--- config.mk ---
export PLATFORM = sky130hd
export DESIGN_NAME = drive_io_config
export DESIGN_NICKNAME = d
export VERILOG_FILES = /design/src/verilog/drive_io_pkg.sv /design/src/verilog/drive_io_config.sv /design/src/verilog/relay_select.sv
export SDC_FILE = /design/constraint.sdc
export NUM_CORES = 2
export LEC_CHECK = 0
export ABC_AREA = 1
export ABC_CLOCK_PERIOD_IN_PS = 64700
export CAP_MARGIN = 20
export CELL_PAD_IN_SITES_DETAIL_PLACEMENT = 1
export CELL_PAD_IN_SITES_GLOBAL_PLACEMENT = 1
export CORE_MARGIN = 3
export CORE_UTILIZATION = 25
export DETAILED_ROUTE_END_ITERATION = 16
export DONT_BUFFER_PORTS = 1
export PLACE_DENSITY_LB_ADDON = 0.25
export SLEW_MARGIN = 20
export SYNTH_ARGS = -nofsm -noshare
export SYNTH_HDL_FRONTEND = slang
export SYNTH_SLANG_ARGS = --single-unit
--- constraint.sdc ---
create_clock -name clk_sys_i -period 64.7 [get_ports clk_sys_i]
set_input_delay 0 -clock clk_sys_i [delete_from_list [all_inputs] [get_ports clk_sys_i]]
set_output_delay 0 -clock clk_sys_i [all_outputs]
set_load 0.02 [all_outputs]
--- src/verilog/drive_io_pkg.sv ---
`default_nettype none
package drive_io_pkg;

  // ----------------------------------------------------------------
  // Register byte addresses
  // ----------------------------------------------------------------
  localparam int ADDR_W = 8;
  localparam logic [7:0] ADDR_DIN_FUNC = 8'h00;
  localparam logic [7:0] ADDR_CMD_SRC = 8'h04;
  localparam logic [7:0] ADDR_AIN1_FMT = 8'h08;
  localparam logic [7:0] ADDR_SW_MAX = 8'h0c;
  localparam logic [7:0] ADDR_RELAY_FN = 8'h10;
  localparam logic [7:0] ADDR_RELAY_THR = 8'h14;
  localparam logic [7:0] ADDR_PRESET0 = 8'h18;
  localparam logic [7:0] ADDR_RATED_FREQ = 8'h28;
  localparam logic [7:0] ADDR_RATED_SPD = 8'h2c;
  localparam logic [7:0] ADDR_AIN_GAIN = 8'h30;
  localparam logic [7:0] ADDR_AIN_OFFSET = 8'h34;
  localparam logic [7:0] ADDR_STATUS = 8'h38;
  localparam logic [7:0] ADDR_IRQ_STAT = 8'h3c;
  localparam logic [7:0] ADDR_IRQ_MASK = 8'h40;
  localparam logic [7:0] ADDR_MAX_SPEED = 8'h44;

  // ----------------------------------------------------------------
  // Ranges and reset values (speeds and percents in tenths)
  // ----------------------------------------------------------------
  localparam logic [4:0] DIN_FUNC_MAX = 5'h12;
  localparam logic [3:0] CMD_SRC_MAX = 4'h9;
  localparam logic [5:0] SW_MIN = 6'h04;
  localparam logic [5:0] SW_MAX = 6'h20;
  localparam logic [5:0] SW_RST = 6'h08;
  localparam logic [5:0] SW_REDUCED = 6'h04;
  localparam logic [3:0] RELAY_FN_MAX = 4'h9;
  localparam logic [3:0] RELAY_FN_RST = 4'h1;
  localparam logic [11:0] THR_MAX = 12'h7d0;
  localparam logic [11:0] THR_RST = 12'h3e8;
  localparam logic signed [15:0] PRESET0_RST = 16'sh0032;
  localparam logic signed [15:0] PRESET1_RST = 16'sh00fa;
  localparam logic signed [15:0] PRESET2_RST = 16'sh0190;
  localparam logic [15:0] RATED_FREQ_MIN = 16'h000a;
  localparam logic [15:0] RATED_FREQ_MAX = 16'h01f4;
  localparam logic [15:0] RATED_FREQ_RST = 16'h0032;
  localparam logic [15:0] RATED_SPD_MAX = 16'h7530;
  localparam logic [15:0] MAX_SPEED_RST = 16'h01f4;
  localparam logic [15:0] GAIN_RST = 16'h03e8;
  localparam logic [15:0] GAIN_MAX = 16'h1388;

  // ----------------------------------------------------------------
  // Analog input 1 (level in permille of full scale)
  // ----------------------------------------------------------------
  localparam logic [2:0] FMT_U_0_10 = 3'h0;
  localparam logic [2:0] FMT_B_0_10 = 3'h1;
  localparam logic [2:0] FMT_A_0_20 = 3'h2;
  localparam logic [2:0] FMT_T_4_20 = 3'h3;
  localparam logic [2:0] FMT_R_4_20 = 3'h4;
  localparam logic [2:0] FMT_T_20_4 = 3'h5;
  localparam logic [2:0] FMT_R_20_4 = 3'h6;
  localparam logic [2:0] FMT_U_10_0 = 3'h7;
  localparam logic [9:0] LEVEL_FULL = 10'h3e8;
  localparam logic [9:0] LEVEL_4MA = 10'h0c8;
  localparam logic [9:0] LEVEL_3MA = 10'h096;

  // Interrupt bit positions
  localparam int IRQ_LOOP = 0;
  localparam int IRQ_THERM = 1;
  localparam int IRQ_RELAY = 2;
  localparam int IRQ_W = 3;

  localparam logic [1:0] RESP_OKAY = 2'h0;
  localparam logic [1:0] RESP_SLVERR = 2'h2;

  // Drive condition flags fed to the relay selector
  typedef struct packed {
    logic motor_enabled;
    logic tripped;
    logic at_setpoint;
    logic ready;
  } drive_status_s;

  // Measurements in tenths of a percent
  typedef struct packed {
    logic [11:0] out_freq;
    logic [11:0] out_curr;
    logic [11:0] ain2;
  } drive_meas_s;

endpackage : drive_io_pkg
`default_nettype wire

--- src/verilog/drive_io_config.sv ---
// Decided for this implementation: the register addresses and the AXI4-Lite interface to the registers.
`default_nettype none
module drive_io_config
  import drive_io_pkg::*;
(
  input wire logic clk_sys_i,
  input wire logic resetn_i,
  input wire logic [ADDR_W-1:0] awaddr_i,
  input wire logic awvalid_i,
  output logic awready_o,
  input wire logic [31:0] wdata_i,
  input wire logic [3:0] wstrb_i,
  input wire logic wvalid_i,
  output logic wready_o,
  output logic [1:0] bresp_o,
  output logic bvalid_o,
  input wire logic bready_i,
  input wire logic [ADDR_W-1:0] araddr_i,
  input wire logic arvalid_i,
  output logic arready_o,
  output logic [31:0] rdata_o,
  output logic [1:0] rresp_o,
  output logic rvalid_o,
  input wire logic rready_i,
  input wire drive_status_s status_i,
  input wire drive_meas_s meas_i,
  input wire logic [9:0] ain1_level_i,
  input wire logic heatsink_hot_i,
  input wire logic fault_reset_i,
  input wire logic [1:0] din_sel_i,
  output logic relay_o,
  output logic irq_o,
  output logic dir_reverse_o,
  output logic signed [15:0] ain1_ref_o,
  output logic current_loop_loss_fault_o,
  output logic run_preset1_o,
  output logic signed [15:0] preset_speed_o,
  output logic speed_unit_rpm_o,
  output logic [5:0] sw_freq_khz_o,
  output logic thermal_reduction_indicator_o,
  output logic [4:0] din_func_o,
  output logic [3:0] cmd_src_o
);

  // ----------------------------------------------------------------
  // Bus handshake
  // ----------------------------------------------------------------
  logic wr_take;
  logic rd_take;
  logic wr_ok;
  logic wr_hit;
  logic [31:0] rd_data;
  logic rd_hit;
  logic [15:0] wval;

  assign wr_take = awready_o && awvalid_i && wvalid_i;
  assign rd_take = arready_o && arvalid_i;
  // Partial-word writes are acknowledged but change nothing
  assign wr_ok = wr_take && (wstrb_i == 4'hf);
  assign wval = wdata_i[15:0];

  // Address and data are taken together, one write at a time
  always_ff @(posedge clk_sys_i)
  begin
    if (!resetn_i)
    begin
      awready_o <= 1'b0;
      wready_o <= 1'b0;
      bvalid_o <= 1'b0;
      bresp_o <= RESP_OKAY;
    end
    else
    begin
      awready_o <= awvalid_i && wvalid_i && !awready_o && !bvalid_o;
      wready_o <= awvalid_i && wvalid_i && !awready_o && !bvalid_o;
      if (wr_take)
      begin
        bvalid_o <= 1'b1;
        bresp_o <= wr_hit ? RESP_OKAY : RESP_SLVERR;
      end
      else if (bready_i)
        bvalid_o <= 1'b0;
    end
  end

  // Read path, one outstanding read
  always_ff @(posedge clk_sys_i)
  begin
    if (!resetn_i)
    begin
      arready_o <= 1'b0;
      rvalid_o <= 1'b0;
      rdata_o <= 32'h0;
      rresp_o <= RESP_OKAY;
    end
    else
    begin
      arready_o <= arvalid_i && !arready_o && !rvalid_o;
      if (rd_take)
      begin
        rvalid_o <= 1'b1;
        rdata_o <= rd_data;
        rresp_o <= rd_hit ? RESP_OKAY : RESP_SLVERR;
      end
      else if (rready_i)
        rvalid_o <= 1'b0;
    end
  end

  // ----------------------------------------------------------------
  // Configuration registers
  // ----------------------------------------------------------------
  logic [2:0] ain1_fmt_reg;
  logic [5:0] sw_max_reg;
  logic [3:0] relay_fn_reg;
  logic [11:0] relay_thr_reg;
  logic signed [15:0] preset_reg [4];
  logic [15:0] rated_freq_reg;
  logic [15:0] rated_spd_reg;
  logic [15:0] gain_reg;
  logic signed [15:0] offset_reg;
  logic [15:0] max_speed_reg;
  logic [IRQ_W-1:0] irq_stat_reg;
  logic [IRQ_W-1:0] irq_mask_reg;
  logic rated_change;

  assign rated_change = wr_ok && (awaddr_i == ADDR_RATED_FREQ)
    && (wval >= RATED_FREQ_MIN) && (wval <= RATED_FREQ_MAX)
    && (wval != rated_freq_reg);

  // Out-of-range values are ignored, the old setting stays; max speed instead drops bit 15 of the value, the input format and IRQ mask keep only bits 2:0
  always_ff @(posedge clk_sys_i)
  begin
    if (!resetn_i)
    begin
      din_func_o <= 5'h0;
      cmd_src_o <= 4'h0;
      ain1_fmt_reg <= FMT_U_0_10;
      sw_max_reg <= SW_RST;
      relay_fn_reg <= RELAY_FN_RST;
      relay_thr_reg <= THR_RST;
      rated_freq_reg <= RATED_FREQ_RST;
      rated_spd_reg <= 16'h0;
      gain_reg <= GAIN_RST;
      offset_reg <= 16'sh0;
      max_speed_reg <= MAX_SPEED_RST;
      irq_mask_reg <= '0;
    end
    else if (wr_ok)
    begin
      case (awaddr_i)
        ADDR_DIN_FUNC:
          if (wval <= 16'(DIN_FUNC_MAX))
            din_func_o <= wval[4:0];
        ADDR_CMD_SRC:
          if (wval <= 16'(CMD_SRC_MAX))
            cmd_src_o <= wval[3:0];
        ADDR_AIN1_FMT: ain1_fmt_reg <= wval[2:0];
        ADDR_SW_MAX:
          if (wval >= 16'(SW_MIN) && wval <= 16'(SW_MAX))
            sw_max_reg <= wval[5:0];
        ADDR_RELAY_FN:
          if (wval <= 16'(RELAY_FN_MAX))
            relay_fn_reg <= wval[3:0];
        ADDR_RELAY_THR:
          if (wval <= 16'(THR_MAX))
            relay_thr_reg <= wval[11:0];
        ADDR_RATED_FREQ:
          if (wval >= RATED_FREQ_MIN && wval <= RATED_FREQ_MAX)
            rated_freq_reg <= wval;
        ADDR_RATED_SPD:
          if (wval <= RATED_SPD_MAX)
            rated_spd_reg <= wval;
        ADDR_AIN_GAIN:
          if (wval <= GAIN_MAX)
            gain_reg <= wval;
        ADDR_AIN_OFFSET: offset_reg <= wval;
        ADDR_MAX_SPEED: max_speed_reg <= {1'b0, wval[14:0]};
        ADDR_IRQ_MASK: irq_mask_reg <= wdata_i[IRQ_W-1:0];
        default: ;
      endcase
    end
  end

  // Presets: writes bounded by max speed, restored when rated frequency moves
  generate
    for (genvar p = 0; p < 4; p++)
    begin : g_preset
      localparam logic [7:0] PADDR = ADDR_PRESET0 + 8'(4 * p);
      logic signed [15:0] pdef;
      always_comb
      begin
        case (p)
          0: pdef = PRESET0_RST;
          1: pdef = PRESET1_RST;
          2: pdef = PRESET2_RST;
          default: pdef = rated_change ? signed'(16'(wval * 16'd10))
                                       : signed'(16'(RATED_FREQ_RST * 16'd10));
        endcase
      end
      always_ff @(posedge clk_sys_i)
      begin
        if (!resetn_i)
          preset_reg[p] <= (p == 3) ? signed'(16'(RATED_FREQ_RST * 16'd10))
                                    : pdef;
        else if (rated_change)
          preset_reg[p] <= pdef;
        else if (wr_ok && awaddr_i == PADDR
                 && signed'(wval) <= signed'(max_speed_reg)
                 && signed'(wval) >= -signed'(max_speed_reg))
          preset_reg[p] <= signed'(wval);
      end
    end
  endgenerate

  // ----------------------------------------------------------------
  // Analog input 1 interpretation
  // ----------------------------------------------------------------
  logic signed [17:0] lvl;
  logic signed [17:0] span;
  logic signed [17:0] norm;
  logic signed [31:0] prod;
  logic signed [31:0] ref_next;
  logic is_current;
  logic is_trip;
  logic loss;

  assign lvl = signed'({8'h0, ain1_level_i});
  assign is_current = (ain1_fmt_reg >= FMT_T_4_20)
    && (ain1_fmt_reg <= FMT_R_20_4);
  assign is_trip = (ain1_fmt_reg == FMT_T_4_20)
    || (ain1_fmt_reg == FMT_T_20_4);
  assign loss = is_current && (ain1_level_i < LEVEL_3MA);

  // Map each format onto 0..1000 before gain and offset
  always_comb
  begin
    span = 18'sh0;
    case (ain1_fmt_reg)
      FMT_T_4_20, FMT_R_4_20: span = lvl - signed'({8'h0, LEVEL_4MA});
      FMT_T_20_4, FMT_R_20_4:
        span = signed'({8'h0, LEVEL_FULL}) - lvl;
      default: span = 18'sh0;
    endcase
    case (ain1_fmt_reg)
      FMT_T_4_20, FMT_R_4_20, FMT_T_20_4, FMT_R_20_4:
        // 16 mA span scaled by 5/4 onto full range
        norm = (span < 0) ? 18'sh0 : span + (span >>> 2);
      FMT_U_10_0: norm = signed'({8'h0, LEVEL_FULL}) - lvl;
      default: norm = lvl;
    endcase
    prod = 32'(norm) * signed'({16'h0, gain_reg});
    ref_next = prod / 32'sd1000 - 32'(offset_reg);
  end

  // Registered reference and direction
  always_ff @(posedge clk_sys_i)
  begin
    if (!resetn_i)
    begin
      ain1_ref_o <= 16'sh0;
      dir_reverse_o <= 1'b0;
      run_preset1_o <= 1'b0;
    end
    else
    begin
      ain1_ref_o <= ref_next[15:0];
      dir_reverse_o <= (ain1_fmt_reg == FMT_B_0_10) && (ref_next < 0);
      run_preset1_o <= loss && !is_trip;
    end
  end

  // Loss fault latches until cleared; a new loss beats the clear
  always_ff @(posedge clk_sys_i)
  begin
    if (!resetn_i)
      current_loop_loss_fault_o <= 1'b0;
    else if (loss && is_trip)
      current_loop_loss_fault_o <= 1'b1;
    else if (fault_reset_i)
      current_loop_loss_fault_o <= 1'b0;
  end

  // Preset selection, loss fallback forces the first one
  always_ff @(posedge clk_sys_i)
  begin
    if (!resetn_i)
    begin
      preset_speed_o <= PRESET0_RST;
      speed_unit_rpm_o <= 1'b0;
    end
    else
    begin
      preset_speed_o <= (loss && !is_trip) ? preset_reg[0]
                                           : preset_reg[din_sel_i];
      speed_unit_rpm_o <= rated_spd_reg != 16'h0;
    end
  end

  // ----------------------------------------------------------------
  // Switching frequency with thermal reduction
  // ----------------------------------------------------------------
  always_ff @(posedge clk_sys_i)
  begin
    if (!resetn_i)
    begin
      sw_freq_khz_o <= SW_RST;
      thermal_reduction_indicator_o <= 1'b0;
    end
    else
    begin
      // Never raise above the user limit when hot
      sw_freq_khz_o <= (heatsink_hot_i && sw_max_reg > SW_REDUCED)
                       ? SW_REDUCED : sw_max_reg;
      thermal_reduction_indicator_o <= heatsink_hot_i;
    end
  end

  // ----------------------------------------------------------------
  // Relay output
  // ----------------------------------------------------------------
  drive_status_s relay_status;
  logic relay_q;

  // Loop-loss fault, latched in the trip formats only, counts as a trip for the relay conditions
  always_comb
  begin
    relay_status = status_i;
    relay_status.tripped = status_i.tripped || current_loop_loss_fault_o;
  end

  relay_select u_relay (
    .clk_sys_i(clk_sys_i),
    .resetn_i(resetn_i),
    .func_i(relay_fn_reg),
    .thr_i(relay_thr_reg),
    .status_i(relay_status),
    .meas_i(meas_i),
    .relay_o(relay_q)
  );
  assign relay_o = relay_q;

  // ----------------------------------------------------------------
  // Interrupts and read mux
  // ----------------------------------------------------------------
  logic [IRQ_W-1:0] irq_set;
  logic relay_prev_reg;
  logic loss_prev_reg;
  logic hot_prev_reg;

  always_ff @(posedge clk_sys_i)
  begin
    if (!resetn_i)
    begin
      relay_prev_reg <= 1'b0;
      loss_prev_reg <= 1'b0;
      hot_prev_reg <= 1'b0;
    end
    else
    begin
      relay_prev_reg <= relay_q;
      loss_prev_reg <= loss;
      hot_prev_reg <= heatsink_hot_i;
    end
  end

  assign irq_set = {relay_q != relay_prev_reg,
                    heatsink_hot_i && !hot_prev_reg,
                    loss && !loss_prev_reg};

  // A read clears, but an event in the same cycle still sets
  always_ff @(posedge clk_sys_i)
  begin
    if (!resetn_i)
      irq_stat_reg <= '0;
    else if (rd_take && araddr_i == ADDR_IRQ_STAT)
      irq_stat_reg <= irq_set;
    else
      irq_stat_reg <= irq_stat_reg | irq_set;
  end

  always_ff @(posedge clk_sys_i)
  begin
    if (!resetn_i)
      irq_o <= 1'b0;
    else
      irq_o <= |(irq_stat_reg & irq_mask_reg);
  end

  always_comb
  begin
    rd_hit = 1'b1;
    rd_data = 32'h0;
    case (araddr_i)
      ADDR_DIN_FUNC: rd_data = 32'(din_func_o);
      ADDR_CMD_SRC: rd_data = 32'(cmd_src_o);
      ADDR_AIN1_FMT: rd_data = 32'(ain1_fmt_reg);
      ADDR_SW_MAX: rd_data = 32'(sw_max_reg);
      ADDR_RELAY_FN: rd_data = 32'(relay_fn_reg);
      ADDR_RELAY_THR: rd_data = 32'(relay_thr_reg);
      8'h18: rd_data = {16'h0, preset_reg[0]};
      8'h1c: rd_data = {16'h0, preset_reg[1]};
      8'h20: rd_data = {16'h0, preset_reg[2]};
      8'h24: rd_data = {16'h0, preset_reg[3]};
      ADDR_RATED_FREQ: rd_data = 32'(rated_freq_reg);
      ADDR_RATED_SPD: rd_data = 32'(rated_spd_reg);
      ADDR_AIN_GAIN: rd_data = 32'(gain_reg);
      ADDR_AIN_OFFSET: rd_data = {16'h0, offset_reg};
      ADDR_STATUS:
        rd_data = {10'h0, sw_freq_khz_o, 2'h0, SW_REDUCED, 2'h0,
                   speed_unit_rpm_o, relay_q, dir_reverse_o,
                   thermal_reduction_indicator_o, run_preset1_o,
                   current_loop_loss_fault_o};
      ADDR_IRQ_STAT: rd_data = 32'(irq_stat_reg);
      ADDR_IRQ_MASK: rd_data = 32'(irq_mask_reg);
      ADDR_MAX_SPEED: rd_data = 32'(max_speed_reg);
      default: rd_hit = 1'b0;
    endcase
  end

  always_comb
  begin
    wr_hit = 1'b1;
    case (awaddr_i)
      ADDR_DIN_FUNC, ADDR_CMD_SRC, ADDR_AIN1_FMT, ADDR_SW_MAX,
      ADDR_RELAY_FN, ADDR_RELAY_THR, 8'h18, 8'h1c, 8'h20, 8'h24,
      ADDR_RATED_FREQ, ADDR_RATED_SPD, ADDR_AIN_GAIN, ADDR_AIN_OFFSET,
      ADDR_IRQ_MASK, ADDR_MAX_SPEED: wr_hit = 1'b1;
      default: wr_hit = 1'b0;
    endcase
  end
endmodule : drive_io_config
`default_nettype wire

--- src/verilog/relay_select.sv ---
`default_nettype none
module relay_select
  import drive_io_pkg::*;
(
  input wire logic clk_sys_i,
  input wire logic resetn_i,
  input wire logic [3:0] func_i,
  input wire logic [11:0] thr_i,
  input wire drive_status_s status_i,
  input wire drive_meas_s meas_i,
  output logic relay_o
);

  logic relay_next;

  // ----------------------------------------------------------------
  // Condition multiplexer
  // ----------------------------------------------------------------
  // Threshold is only looked at for settings 4 to 8
  always_comb
  begin
    case (func_i)
      4'h0: relay_next = status_i.motor_enabled;
      4'h1: relay_next = !status_i.tripped;
      4'h2: relay_next = status_i.at_setpoint;
      4'h3: relay_next = status_i.tripped;
      4'h4: relay_next = meas_i.out_freq >= thr_i;
      4'h5: relay_next = meas_i.out_curr >= thr_i;
      4'h6: relay_next = meas_i.out_freq < thr_i;
      4'h7: relay_next = meas_i.out_curr < thr_i;
      4'h8: relay_next = meas_i.ain2 > thr_i;
      4'h9: relay_next = status_i.ready && !status_i.tripped;
      default: relay_next = 1'b0;
    endcase
  end

  // Registered so the contact never sees mux glitches
  always_ff @(posedge clk_sys_i)
  begin
    if (!resetn_i)
      relay_o <= 1'b0;
    else
      relay_o <= relay_next;
  end
endmodule : relay_select
`default_nettype wire
==> results.json <==
{
  "run_status": "completed",
  "drive_gt1_share_pct": 13.3,
  "overflow": 0,
  "synth_top_area_cell": "fa_1",
  "setup-violations-final": 0,
  "end_kind": "flop",
  "wl_per_cell_um": 19.1,
  "muxShareOfSynthArea_pct": 0,
  "synthAdderAreaFrac_pct": 21.7,
  "critPathKind": "flop to flop",
  "period_share_pct": 44.2,
  "synth.area.top_cells": "fa_1 (14%), dfxtp_1 (12%), nand2_1 (9.7%)",
  "post-place-ws_ns": 35.95,
  "cp.required_ns": 65.20,
  "io_buffers": 0,
  "hold_buffers": 64,
  "grt_pass1_vias": 31487,
  "htreeDepth": 1,
  "grt_max_degree": 108,
  "postCtsSetupBuffers": 0,
  "grt_pass1_wl_mm": 190,
  "largest_register_ffs": 64,
  "yosysWarnings": 0,
  "num_vias": 30394,
  "r2r_slack_ns": 36.11,
  "synth_top_family_by_area": "simple AND/OR/NAND/NOR gates",
  "nets": 5159,
  "clock_path_buffers": 3,
  "drc_errors": 0,
  "cts_tree": "done",
  "gp_routability_congestion": 0.873,
  "top_usage_layer": "met2",
  "nFillCells": 16136,
  "rsz0062_at_grt": "false",
  "yosysMostFrequentCell": "nand2_1",
  "cp_max_fo": 57,
  "cpPeakStageDelay_ns": 0.61,
  "rows": 132,
  "hold_violations": 0,
  "slowest_stage": "dfxtp_1",
  "area_growth_pct": 10.5,
  "syn-cell-area_mm2": 0.0328,
  "cts_made_buffers": 29,
  "firstDrtPassIters": 5,
  "ys.flop_type": "dfxtp_1",
  "chipWidth_um": 368,
  "fin_skew_ns": 0.0237,
  "fmax_mhz": 35.0,
  "ys_seq_area_share_pct": 17.7,
  "synth_edf_count": 64,
  "routed_wl_mm": 122,
  "relSlewSlack_pct": 21.5,
  "clkLatencyLatePin_ns": 0.61,
  "critPathLaunchType": "flop",
  "die_h_um": 368,
  "coreArea_mm2": 0.130,
  "use_met2_pct": 30.9,
  "synth_common_cells": "nand2_1 (845), inv_1 (768), nor2_1 (425), nand3_1 (241), fa_1 (221)",
  "cts_resized": 0,
  "syn_inst": 4599,
  "via_per_inst": 4.77,
  "syn_area_per_cell_um2": 7.12,
  "cp.arrival_ns": 29.09,
  "gr-usage-all-layers_pct": 17.8,
  "maxCapViolCount": 0,
  "cts.sinks": 258,
  "postRouteAntennaNets": 0,
  "synth-seq-cells": 258,
  "start_util_pct": 25.2,
  "dpl.hpwl_mm": 96.9,
  "synthXorXnorAreaFrac_pct": 2.83,
  "root_buffer": "clkbuf_16",
  "yosysUniqueCellTypes": 90,
  "period_minus_slack_ns": 28.59,
  "yosysTopAreaCellShare_pct": 13.5,
  "gr-usage-met1_pct": 23.7,
  "met3_usage_pct": 1.61,
  "worstMarginPinSlew_ns": 1.16,
  "io_pins": 208,
  "antenna_found_initial": 5,
  "diodes": 0,
  "tns_ns": 0,
  "async_reset_ff_share_pct": 0,
  "clk_pin_slew_ns": 0.07,
  "die-area_mm2": 0.135,
  "fin_ws_ns": 36.11,
  "synth_compound_area_share_pct": 13.2,
  "synth-simple-area-share_pct": 32.2,
  "path_common_cell": "nand2_1",
  "drv_slew": 0,
  "drtIter0Drc": 1489,
  "worst_hold_path_type": "primary input to flop"
}
[stage by stage]
| step | std cells | instance area, µm² | hold slack [ns] | utilization (%) |
|---|---|---|---|---|
| finish | 6376 | 36200 | 0.0450 | 27.9 |
| CTS | 6376 | 36200 | 0.00448 | 27.9 |
| floorplan | 4610 | 32800 | 0.104 | - |
| detailed placement | 6258 | 34600 | 0.109 | 26.6 |
| global route | 6376 | 36200 | 0.0806 | 27.9 |
| global placement | 6257 | 34500 | 0.110 | 26.6 |
[layout make-up]
cell class	count	area [µm²]	area share, %
Clock buffer	35	788	2.18
Sequential cell	258	5810	16.0
Timing Repair Buffer	91	875	2.42
Clock inverter	19	184	0.508
Multi-Input combinational cell	3351	23000	63.4
Inverter	880	3400	9.41
Tap cell	1742	2180	6.02
[cells by family (layout without fill, tap and decap cells)]
group / after synthesis / count (layout)
other: 1 / 12
XOR/XNOR: 103 / 103
flip-flops: 258 / 258
adder cells (fa/ha/maj): 435 / 435
buffers and inverters: 1001 / 1025
AO/OA/AOI/OAI: 703 / 703
AND/OR/NAND/NOR: 2098 / 2098
[layout by cell type (no fill, tap or decap), types with 15 or more instances in the layout]
cell type      instances
a211oi_1              37
a21oi_1              215
a221oi_1              27
a31oi_1               17
buf_4                 26
clkbuf_16             29
clkinv_1              29
dfxtp_1              194
dlygate4sd3_1         62
edfxtp_1              64
fa_1                 221
ha_1                 214
inv_1                767
inv_2                 69
nand2_1              844
nand2_2              177
nand2_4               81
nand3_1              241
nand3_2               39
nand3b_1              15
nand4_1               68
nor2_1               423
nor2_2                56
nor2_4                24
nor3_1                69
o211ai_1              48
o21ai_0              181
o21ai_1               33
o22ai_1               42
xnor2_1               16
xor2_1                85
[critical path: cells and delay by family (launching register included)]
family | cells | cell delay, ns
simple gates | 128 | 15.30
compound gates | 26 | 5.50
fa+ha+maj | 9 | 4.02
buf+inv | 23 | 2.57
flops | 1 | 0.61
xor+xnor | 2 | 0.34
[worst paths after layout]
| kind | start | to | depth (start not counted) |
|---|---|---|---|
| max | ain1_fmt_reg[1] | dir_reverse_o | 188 |
| min reg2reg | loss_prev_reg | irq_stat_reg[0] | 1 |
| max reg2reg | ain1_fmt_reg[1] | dir_reverse_o | 188 |
| min | awaddr_i[6] | cmd_src_o[2] | 7 |
[per-layer routing]
layer / vias to the layer above / wire [µm]
met5: - / 19
met4: 2 / 2970
met3: 114 / 4880
met2: 533 / 57800
met1: 14950 / 56100
li1: 14795 / -
Power is left out: the tool's default activity adds up to more than one toggle a clock period on the data nets, which glitch-free logic cannot reach.
